**config.mk**
```make
export PLATFORM = sky130hd
export DESIGN_NAME = hub_clock_and_strap_config
export DESIGN_NICKNAME = d
export VERILOG_FILES = /design/src/verilog/hub_clock_pkg.sv /design/src/verilog/port_power_ctl.sv /design/src/verilog/hub_clock_and_strap_config.sv
export SDC_FILE = /design/constraint.sdc
export NUM_CORES = 1
export LEC_CHECK = 0
export BUFFER_PORTS_ARGS = -buffer_cell sky130_fd_sc_hd__buf_2
export CAP_MARGIN = 0
export CORE_ASPECT_RATIO = 2
export CORE_MARGIN = 2
export CORE_UTILIZATION = 50
export CTS_CLUSTER_DIAMETER = 80
export CTS_CLUSTER_SIZE = 12
export DETAILED_ROUTE_END_ITERATION = 10
export PLACE_DENSITY = 0.77
export SLEW_MARGIN = 25
export SYNTH_ARGS = -nofsm -noshare
export SYNTH_HDL_FRONTEND = slang
export SYNTH_HIERARCHICAL = 1
export SYNTH_SLANG_ARGS = --single-unit
```
**constraint.sdc**
```tcl
create_clock -name sys_clk -period 1.7 [get_ports sys_clk]
set_input_delay 0.085 -clock sys_clk [delete_from_list [all_inputs] [get_ports sys_clk]]
set_output_delay 0.085 -clock sys_clk [all_outputs]
set_load 0.01 [all_outputs]
```
**src/verilog/hub_clock_pkg.sv**
```systemverilog
// Package of constants and carrier types for the hub clock and strap block
package hub_clock_pkg;

    // ****************************************************************
    // Sizes, bit clock divider end count and reset values
    // ****************************************************************
    localparam int         PORT_COUNT        = 4;
    localparam logic [3:0] PWR_OFF_ALL       = 4'hF;
    localparam logic [1:0] CORE_DIV_LAST     = 2'h3;
    localparam logic       STRAP_RESET_LEVEL = 1'b0;

    // Bit positions of the raw strap levels in the strap synchroniser
    localparam int         STRAP_CLK_BIT     = 3;
    localparam int         STRAP_BUS_BIT     = 2;
    localparam int         STRAP_MEM_BIT     = 1;
    localparam int         STRAP_PIN_BIT     = 0;

    // ****************************************************************
    // Carrier types
    // ****************************************************************
    typedef struct packed {
        logic bus_powered;
        logic rom_enabled;
        logic gang_power_mode;
    } strap_cfg_s;

    typedef struct packed {
        logic pll_power_down;
        logic pll_bypass;
        logic osc_power_down;
        logic core_from_ext;
    } clock_ctl_s;

    typedef enum logic [1:0] {
        CAP_WAIT,
        CAP_SETTLE,
        CAP_HOLD
    } capture_state_e;

endpackage : hub_clock_pkg

```
**src/verilog/port_power_ctl.sv**
```systemverilog
// Per-port or ganged power switch control from overcurrent inputs
`timescale 1ns/1ps
module port_power_ctl
    import hub_clock_pkg::*;
(
    input  wire logic                  sys_clk,
    input  wire logic                  rst,
    input  wire logic                  gang_power_mode,
    input  wire logic [PORT_COUNT-1:0] power_request,
    input  wire logic [PORT_COUNT-1:0] overcurrent_sync_n,
    output logic      [PORT_COUNT-1:0] port_power_enable_n
);

    logic [PORT_COUNT-1:0] tripped;
    logic                  any_trip;

    assign any_trip = ~&overcurrent_sync_n;

    // ****************************************************************
    // Per-port trip latch and output drive
    // ****************************************************************
    // Trip stays set until the port's power request is dropped, or in gang mode until every request is dropped
    genvar i;
    generate
        for (i = 0; i < PORT_COUNT; i++) begin : g_port
            always_ff @(posedge sys_clk) begin
                if (rst) begin
                    tripped[i] <= 1'b0;
                end else if (gang_power_mode ? any_trip : ~overcurrent_sync_n[i]) begin
                    tripped[i] <= 1'b1;
                end else if (gang_power_mode ? ~|power_request : ~power_request[i]) begin
                    tripped[i] <= 1'b0;
                end
            end

            always_ff @(posedge sys_clk) begin
                if (rst) begin
                    port_power_enable_n[i] <= 1'b1;
                end else if (gang_power_mode) begin
                    port_power_enable_n[i] <= ~(|power_request) | (|tripped);
                end else begin
                    port_power_enable_n[i] <= ~power_request[i] | tripped[i];
                end
            end
        end
    endgenerate

endmodule : port_power_ctl

```
**src/verilog/hub_clock_and_strap_config.sv**
```systemverilog
// Clock source selection and strap decode for a four-port hub
//
// Contract
// - Clock source strap low: core runs from the on-chip PLL output.
// - Strap high: core from external high-rate clock; PLL powered down, bypassed.
// - Oscillator cell powered down while the clock source strap is high.
// - PLL mode: high-rate clock samples upstream data; bit clock derived by four.
// - Bus power strap high means bus-powered, low means self-powered.
// - Memory disable high: serial ROM interface off, its clock left undriven.
// - Memory disable low: serial ROM clock driven as a three-state output.
// - Memory disable low: shared pin is the two-way serial ROM data line.
// - Memory disable high: shared pin read as the gang power mode strap.
// - Gang mode switches all ports together; any overcurrent powers all off.
`timescale 1ns/1ps
module hub_clock_and_strap_config
    import hub_clock_pkg::*;
(
    input  wire logic                  sys_clk,
    input  wire logic                  rst,
    input  wire logic                  clock_source_select,
    input  wire logic                  bus_power_strap,
    input  wire logic                  ext_memory_disable_n,
    input  wire logic                  serial_rom_data_or_gang_strap_in,
    output logic                       serial_rom_data_or_gang_strap_out,
    output logic                       serial_rom_data_or_gang_strap_oe,
    output logic                       serial_rom_clock_out,
    output logic                       serial_rom_clock_oe,
    input  wire logic                  rom_clock_request,
    input  wire logic                  rom_data_drive,
    input  wire logic                  rom_data_value,
    output logic                       rom_data_in,
    input  wire logic [PORT_COUNT-1:0] power_request,
    input  wire logic [PORT_COUNT-1:0] overcurrent_in_n,
    output logic      [PORT_COUNT-1:0] port_power_enable_n,
    output clock_ctl_s                 clock_ctl,
    output strap_cfg_s                 strap_cfg,
    output logic                       upstream_sample_en,
    output logic                       bit_clock_tick,
    output logic                       config_valid
);

    // ****************************************************************
    // Input synchronisers
    // ****************************************************************
    // Straps and overcurrent pins have no timing relation to the core clock
    logic [3:0]            strap_meta;
    logic [3:0]            strap_sync;
    logic [PORT_COUNT-1:0] ovc_meta;
    logic [PORT_COUNT-1:0] ovc_sync;

    always_ff @(posedge sys_clk) begin
        if (rst) begin
            strap_meta <= '0;
            strap_sync <= '0;
        end else begin
            strap_meta[STRAP_CLK_BIT] <= clock_source_select;
            strap_meta[STRAP_BUS_BIT] <= bus_power_strap;
            strap_meta[STRAP_MEM_BIT] <= ext_memory_disable_n;
            strap_meta[STRAP_PIN_BIT] <= serial_rom_data_or_gang_strap_in;
            strap_sync                <= strap_meta;
        end
    end

    // Reset to the inactive level so that no port trips on reset release
    always_ff @(posedge sys_clk) begin
        if (rst) begin
            ovc_meta <= PWR_OFF_ALL;
            ovc_sync <= PWR_OFF_ALL;
        end else begin
            ovc_meta <= overcurrent_in_n;
            ovc_sync <= ovc_meta;
        end
    end

    // ****************************************************************
    // Strap capture after reset release
    // ****************************************************************
    // The synchronisers fill on the first two edges after release, so the
    // capture waits for the third: earlier it would take their reset level
    capture_state_e cap_state;
    logic           capture_now;

    always_ff @(posedge sys_clk) begin
        if (rst) begin
            cap_state <= CAP_WAIT;
        end else begin
            unique case (cap_state)
                CAP_WAIT:   cap_state <= CAP_SETTLE;
                CAP_SETTLE: cap_state <= CAP_HOLD;
                CAP_HOLD:   cap_state <= CAP_HOLD;
            endcase
        end
    end

    assign capture_now = (cap_state == CAP_HOLD) && !config_valid;

    always_ff @(posedge sys_clk) begin
        if (rst) begin
            config_valid <= 1'b0;
        end else if (capture_now) begin
            config_valid <= 1'b1;
        end
    end

    // Later strap changes are ignored until the next reset
    always_ff @(posedge sys_clk) begin
        if (rst) begin
            strap_cfg <= '{default: STRAP_RESET_LEVEL};
        end else if (capture_now) begin
            strap_cfg.bus_powered     <= strap_sync[STRAP_BUS_BIT];
            strap_cfg.rom_enabled     <= ~strap_sync[STRAP_MEM_BIT];
            // Shared pin only means gang mode with the ROM interface off
            strap_cfg.gang_power_mode <= strap_sync[STRAP_MEM_BIT]
                                         & strap_sync[STRAP_PIN_BIT];
        end
    end

    // ****************************************************************
    // Clock source selection
    // ****************************************************************
    // The clock strap is followed live; it is tied on the board anyway
    always_ff @(posedge sys_clk) begin
        if (rst) begin
            clock_ctl <= '0;
        end else begin
            clock_ctl.core_from_ext  <= strap_sync[STRAP_CLK_BIT];
            clock_ctl.pll_bypass     <= strap_sync[STRAP_CLK_BIT];
            clock_ctl.pll_power_down <= strap_sync[STRAP_CLK_BIT];
            clock_ctl.osc_power_down <= strap_sync[STRAP_CLK_BIT];
        end
    end

    // ****************************************************************
    // Bit clock derivation from the high-rate clock
    // ****************************************************************
    // The core clock stands for the high-rate clock; the two-bit divider
    // wraps by itself, so it needs no reload
    logic [1:0] core_div;

    always_ff @(posedge sys_clk) begin
        if (rst) begin
            core_div <= '0;
        end else begin
            core_div <= core_div + 2'h1;
        end
    end

    always_ff @(posedge sys_clk) begin
        if (rst) begin
            bit_clock_tick <= 1'b0;
        end else begin
            bit_clock_tick <= (core_div == CORE_DIV_LAST);
        end
    end

    // Upstream data is sampled on every high-rate edge out of reset
    always_ff @(posedge sys_clk) begin
        if (rst) begin
            upstream_sample_en <= 1'b0;
        end else begin
            upstream_sample_en <= 1'b1;
        end
    end

    // ****************************************************************
    // Serial ROM pins
    // ****************************************************************
    // Until the straps are captured the pins stay released, so a shared
    // ROM is never disturbed by a hub that turns out to have it disabled
    logic rom_active;

    assign rom_active = strap_cfg.rom_enabled && config_valid;

    always_ff @(posedge sys_clk) begin
        if (rst) begin
            serial_rom_clock_out <= 1'b0;
            serial_rom_clock_oe  <= 1'b0;
        end else if (rom_active) begin
            serial_rom_clock_out <= rom_clock_request;
            serial_rom_clock_oe  <= 1'b1;
        end else begin
            serial_rom_clock_out <= 1'b0;
            serial_rom_clock_oe  <= 1'b0;
        end
    end

    always_ff @(posedge sys_clk) begin
        if (rst) begin
            serial_rom_data_or_gang_strap_out <= 1'b0;
            serial_rom_data_or_gang_strap_oe  <= 1'b0;
        end else if (rom_active) begin
            serial_rom_data_or_gang_strap_out <= rom_data_value;
            serial_rom_data_or_gang_strap_oe  <= rom_data_drive;
        end else begin
            // Released so that the board strap level can be read
            serial_rom_data_or_gang_strap_out <= 1'b0;
            serial_rom_data_or_gang_strap_oe  <= 1'b0;
        end
    end

    // Read data is the synchronised pin level, held low when disabled
    always_ff @(posedge sys_clk) begin
        if (rst) begin
            rom_data_in <= 1'b0;
        end else if (rom_active) begin
            rom_data_in <= strap_sync[STRAP_PIN_BIT];
        end else begin
            rom_data_in <= 1'b0;
        end
    end

    // ****************************************************************
    // Downstream power switching
    // ****************************************************************
    // Requests are masked until the gang strap is known, so a port never
    // powers up under the wrong switching mode
    logic [PORT_COUNT-1:0] granted_request;

    assign granted_request = power_request & {PORT_COUNT{config_valid}};

    port_power_ctl u_power (
        .sys_clk             (sys_clk),
        .rst                 (rst),
        .gang_power_mode     (strap_cfg.gang_power_mode),
        .power_request       (granted_request),
        .overcurrent_sync_n  (ovc_sync),
        .port_power_enable_n (port_power_enable_n)
    );

endmodule : hub_clock_and_strap_config

```
# Word level (Yosys, flattened, before mapping)
# Cells that the tools add are included.
classes:
  div: 0
  add_sub_neg: 1
  eq_ne: 3
  n_bitwise: 18
  reduce_logical: 15
  mul: 0
  muxes: 23
  n_shift: 0
  magnitude_cmp: 0
op_table:
  columns: ["cell", "count"]
  rows:
  - ["$mux 1", 22]
  - ["$not 1->1", 11]
  - ["$reduce_bool 2->1", 4]
  - ["$reduce_or 4->1", 2]
  - ["$or 1x1->1", 5]
  - ["$and 4x4->4", 1]
  - ["$eq 2x2->1 const B", 2]
  - ["$pmux 2 s2", 1]
  - ["$reduce_and 4->1", 1]
  - ["$reduce_or 2->1", 2]
  - ["$logic_not 1->1", 3]
  - ["$add 2x1->2 const B", 1]
  - ["$eq 2x1->1 const B", 1]
  - ["$logic_and 1x1->1", 2]
  - ["$logic_not 2->1", 1]
  - ["$and 1x1->1", 1]
totals:
  output_inout_bits: 19
  latchBits: 0
  mem_bits_rw: 0
  in_bits: 17
  mem_bits_ro: 0
  regBits: 40
  wordCells: 86
  mem_count: 0

# Logic depth before layout (Yosys ltp)
logic_depth:
  word_depth: 6
  mapped_depth: 5
  depth_no_buf: 5

# Hierarchy
# Netlist, hierarchy kept.
modules_own_cells:
  columns: ["mod", "cells_per_inst", "area_each_um2", "instances", "seq_area_each_um2"]
  rows:
  - ["hub_clock_and_strap_config", 82, 968.4, 1, 640.6]
  - ["port_power_ctl", 35, 350.3, 1, 160.2]

# Worst setup path before layout
# Ideal clock, no wire load.
synth_path:
  path_kind: "flip-flop to flip-flop"
  start: "register config_valid"
  end: "register u_power.tripped[0]"
  n_path_buf: 0
  setup_time_ps: 121
  path_stages_with_launch: 5
  required_ps: 1579
  period_less_slack_ps: 1230
  path_slack_ps: 470
  arrival_time_ps: 1109
  cell_sequence: "dfxtp_1 and2_1 nor4_4 a21o_2 o22ai_1"
synth_between:
  elab_chain_len: 5
  elab_cells_between_ends: 6
  classes_between: "1 x mux; 2 x bitwise; 3 x reduce/logical"
synth_rtl:
  columns: ["element", "line_no", "rtl"]
  rows:
  - ["from (decl)", "hub_clock_and_strap_config.sv:39", "output logic config_valid"]
  - ["from (signal assigned)", "hub_clock_and_strap_config.sv:99", "config_valid <= 1'b0;"]
  - ["from (signal assigned)", "hub_clock_and_strap_config.sv:101", "config_valid <= 1'b1;"]
  - ["$and 4x4->4 (*)", "hub_clock_and_strap_config.sv:219", "assign granted_request = power_request & {PORT_COUNT{config_valid}};"]
  - ["named net granted_request[0]", "hub_clock_and_strap_config.sv:217", "logic [PORT_COUNT-1:0] granted_request;"]
  - ["$reduce_or 4->1", "port_power_ctl.sv:31", "end else if (gang_power_mode ? ~|power_request : ~power_request[i]) begin"]
  - ["$logic_not 1->1", "port_power_ctl.sv:31", null]
  - ["$mux 1 (*)", "port_power_ctl.sv:31", null]
  - ["$reduce_bool 2->1 (no source line) (*)", null, null]
  - ["to (signal, indexed assignment)", "port_power_ctl.sv:28", "tripped[i] <= 1'b0;"]
  - ["to (signal, indexed assignment)", "port_power_ctl.sv:30", "tripped[i] <= 1'b1;"]
  - ["to (signal, indexed assignment)", "port_power_ctl.sv:32", "tripped[i] <= 1'b0;"]
  - ["to (decl)", "port_power_ctl.sv:14", "logic [PORT_COUNT-1:0] tripped;"]
# Mark *: on every way through the listed nets, which the timed path passes. The rest lies on a longest branch.
# A chain may end at the register's enable or synchronous reset.

# Final worst setup path
layout_path:
  start: "register config_valid"
  end: "register u_power.tripped[1]"
layout_between:
  elab_chain_len: 5
  elab_cells_between_ends: 6
  classes_between: "1 x mux; 2 x bitwise; 3 x reduce/logical"
layout_rtl:
  columns: ["element", "line_no"]
  rows:
  - ["$and 4x4->4", "hub_clock_and_strap_config.sv:219"]
  - ["named net granted_request[0]", "hub_clock_and_strap_config.sv:217"]
  - ["$reduce_or 4->1", "port_power_ctl.sv:31"]
  - ["$logic_not 1->1", "port_power_ctl.sv:31"]
  - ["$mux 1", "port_power_ctl.sv:31"]
  - ["$reduce_bool 2->1 (no source line)", null]
# The timed path passes the listed nets, and every way through them passes these cells.

==> flow_summary.yaml <==
placement:
  place_hpwl_um: 1510
  place.gp.congestion: 0.678
  port_buffers: 35
  preCtsSetupSlack_ns: 0.392
worst_setup_path:
  critPathMaxStageDelay_ns: 0.39
  rrSetupSlack_ns: 0.38
  required_ns: 1.87
  critPathBufInv: 0
  cp.depth: 4
  critPathKind: "reg -> reg"
  r2r-start: "config_valid$_SDFFE_PP0P_"
  crit_path_max_fanout: 8
  critPathLaunch: "config_valid$_SDFFE_PP0P_"
  endpoint: "u_power/tripped[1]$_SDFFE_PP0P_"
  critical-path-top-delay-family: "simple AND/OR/NAND/NOR gates"
  r2r_cells: 4
  arrival_ns: 1.50
  slowest_stage: "dfxtp_1"
  critPathLaunchType: "register"
  worstReg2RegEnd: "u_power/tripped[1]$_SDFFE_PP0P_"
  end_kind: "register"
  cp_cell_sequence: "and2_1, nor4_4, a21o_2, o22ai_1"
detailed_routing:
  wl_per_cell_um: 11.9
  dr_total_vias: 928
  viasPerCell: 4.81
  ant_nets: 0
  drt-pass1-iter-count: 2
  drt_iter0_markers: 11
  drc: 0
  drt-total-wl_um: 2290
global_routing:
  grt_max_degree: 31
  grt_pass1_vias: 905
  antenna_found_initial: 0
  grt_util_all_layers_pct: 17.3
  overflow: 0
  grt_first_pass_wirelength_um: 3610
timing:
  holdWs_ns: 0.188
  worst_pin_slew_ns: 0.480
  period_needed_ns: 1.32
  final_max_slew_viol_count: 0
  finClkSkew_ns: 0.00355
  clock.fmax_ghz: 0.755
  fin_crit_sh_pct: 77.9
  relSlewSlack_pct: 67.9
  finalSetupViolCount: 0
  finalSetupTns_ns: 0
  final-hold-violation-count: 0
  setup_ws_ns: 0.376
  rsz0062_at_grt: "false"
die:
  initial_utilization_pct: 52.0
  rows: 26
  die_x_um: 40.3
  die_y_um: 76.6
  fp.coreArea_um2: 2540
  ios: 36
  dieArea_um2: 3090
synthesis:
  postSynthAreaPerCell_um2: 11.3
  syn_nets: 136
  synthFlopType: "dfxtp_1"
  async_reset_ff_share_pct: 0
  yosysSeqAreaShare_pct: 60.7
  yosys_warnings: 6
  synthesis.area_um2: 1320
  ys_types: 25
  synth_edf_count: 0
  netlist_instances: 117
  ys_seq_elements: 40
outcome:
  outcome: "finished, final reports clean"
clocking:
  htreeDepth: 2
  root_buffer: "clkbuf_8"
  cts_tree: "built"
  post_cts_buffers: 0
  cts_buffer_depth: 2
  cts-resized-gates: 0
  hold_buffers: 9
  cts_sinks: 40
  clk_pin_slew_ns: 0.07
  worst_skew_pair.late_latency_ns: 0.29
  cts-buffers-inserted: 5
hold_path:
  hp-class: "in -> reg"
  hold_depth: 2
flow_run:
  cap_violations: 0
power_and_ir_drop:
  power_density_nw_per_um2: 1180
  ir_worst_vdd_mv: 0.753
  leakage_uw: 0.000759
finish:
  diodes: 0
  fill_cells: 212
  drive_above_1_share_pct: 33.9
  num-nets-final: 183
  synthToLayoutAreaGrowth_pct: 28.3
[report_power, final]
part / switching [uW] / internal (uW) / leakage [uW]
Combinational: 135 / 168 / 0.000379
Sequential: 43.5 / 1020 / 0.000328
Clock: 304 / 323 / 0.0000510
Total: 482 / 1510 / 0.000759
[cells in the final DEF, fill, tap and decap left out]
cell type,instances
dfxtp_1,40
buf_2,35
dlygate4sd3_1,11
and2_1,9
and2b_1,9
or2_2,8
o21ai_0,8
nor2b_1,7
nor2_1,6
clkbuf_8,6
nor3b_1,4
o22ai_1,4
a21oi_1,2
ha_1,2
clkinv_2,2
inv_1,1
inv_2,1
nor2b_4,1
mux2i_1,1
a211oi_1,1
nand2b_1,1
nand3_1,1
and3_4,1
nor4_1,1
nor4_4,1
a21o_2,1
a41o_1,1
[worst register-to-register path, delay by kind of cell, from the launching register on]
kind             cells  cell delay, ns
flip-flops           1            0.39
AO/OA/AOI/OAI        2            0.29
AND/OR/NAND/NOR      2            0.53
[registers in the layout, summed over array words and instances (netlist names), 3 cells and up]
signal                       cells
ovc_meta                         4
ovc_sync                         4
strap_meta                       4
strap_sync                       4
u_power/port_power_enable_n      4
u_power/tripped                  4
strap_cfg                        3
[cells in the mapped netlist (2+ instances only)]
cell | n | area share (%)
nor2_1 | 6 | 1.7
and2_1 | 9 | 4.3
dfxtp_1 | 40 | 61
o21ai_0 | 8 | 3.0
ha_1 | 2 | 1.9
nor2b_1 | 7 | 3.3
and2b_1 | 9 | 5.1
buf_4 | 4 | 2.3
or2_2 | 8 | 3.8
o22ai_1 | 4 | 1.9
a21oi_1 | 2 | 0.76
buf_2 | 2 | 0.76
nor3b_1 | 4 | 2.3
[metrics by stage]
| step | utilization (%) | cell area, um^2 | std cells | total power, uW |
|---|---|---|---|---|
| after floorplan | - | 1320 | 117 | 1280 |
| after global placement | 58.7 | 1490 | 174 | 1350 |
| after detailed placement | 58.7 | 1490 | 174 | 1370 |
| after CTS | 65.9 | 1670 | 191 | 2010 |
| after global routing | 66.7 | 1690 | 193 | 2100 |
| final | 66.7 | 1690 | 193 | 1990 |
[cell families after synthesis]
logic type	Yosys count	share of synthesized area, %
buf+inv	8	3.60
simple gates	49	25.3
flops	40	60.7
mux	1	0.759
fa+ha+maj	2	1.90
compound gates	17	7.69
[area by class of cell]
| cell class | count | area [um^2] | area share (%) |
|---|---|---|---|
| well taps | 28 | 35.0 | 2.07 |
| multi-input cells | 69 | 470 | 27.8 |
| clock buffers | 6 | 82.6 | 4.88 |
| flip-flops and latches | 40 | 801 | 47.3 |
| repair buffers | 46 | 285 | 16.9 |
| inverters | 2 | 7.51 | 0.444 |
| clock inverters | 2 | 10.0 | 0.592 |
[how the worst min path moves through the flow]
stage                        startpoint                    endpoint  slack (ns)
floorplan                           rst  upstream_sample_en$_DFF_P_        0.15
global placement    overcurrent_in_n[2]      ovc_meta[2]$_SDFF_PP1_        0.27
detailed placement  overcurrent_in_n[1]      ovc_meta[1]$_SDFF_PP1_        0.27
CTS                     bus_power_strap    strap_meta[2]$_SDFF_PP0_       0.003
global route                        rst  upstream_sample_en$_DFF_P_        0.23
finish                              rst  upstream_sample_en$_DFF_P_        0.19
[per-layer routing]
metal  up-vias  part of all wire (%)  track usage (%)
met5         -                     0                0
met4         0                   2.5             10.0
met3         5                   6.4             6.71
met2        32                    56             30.0
met1       414                    35             15.0
li1        477                     -                -
Power figures use the tool's default switching activity.
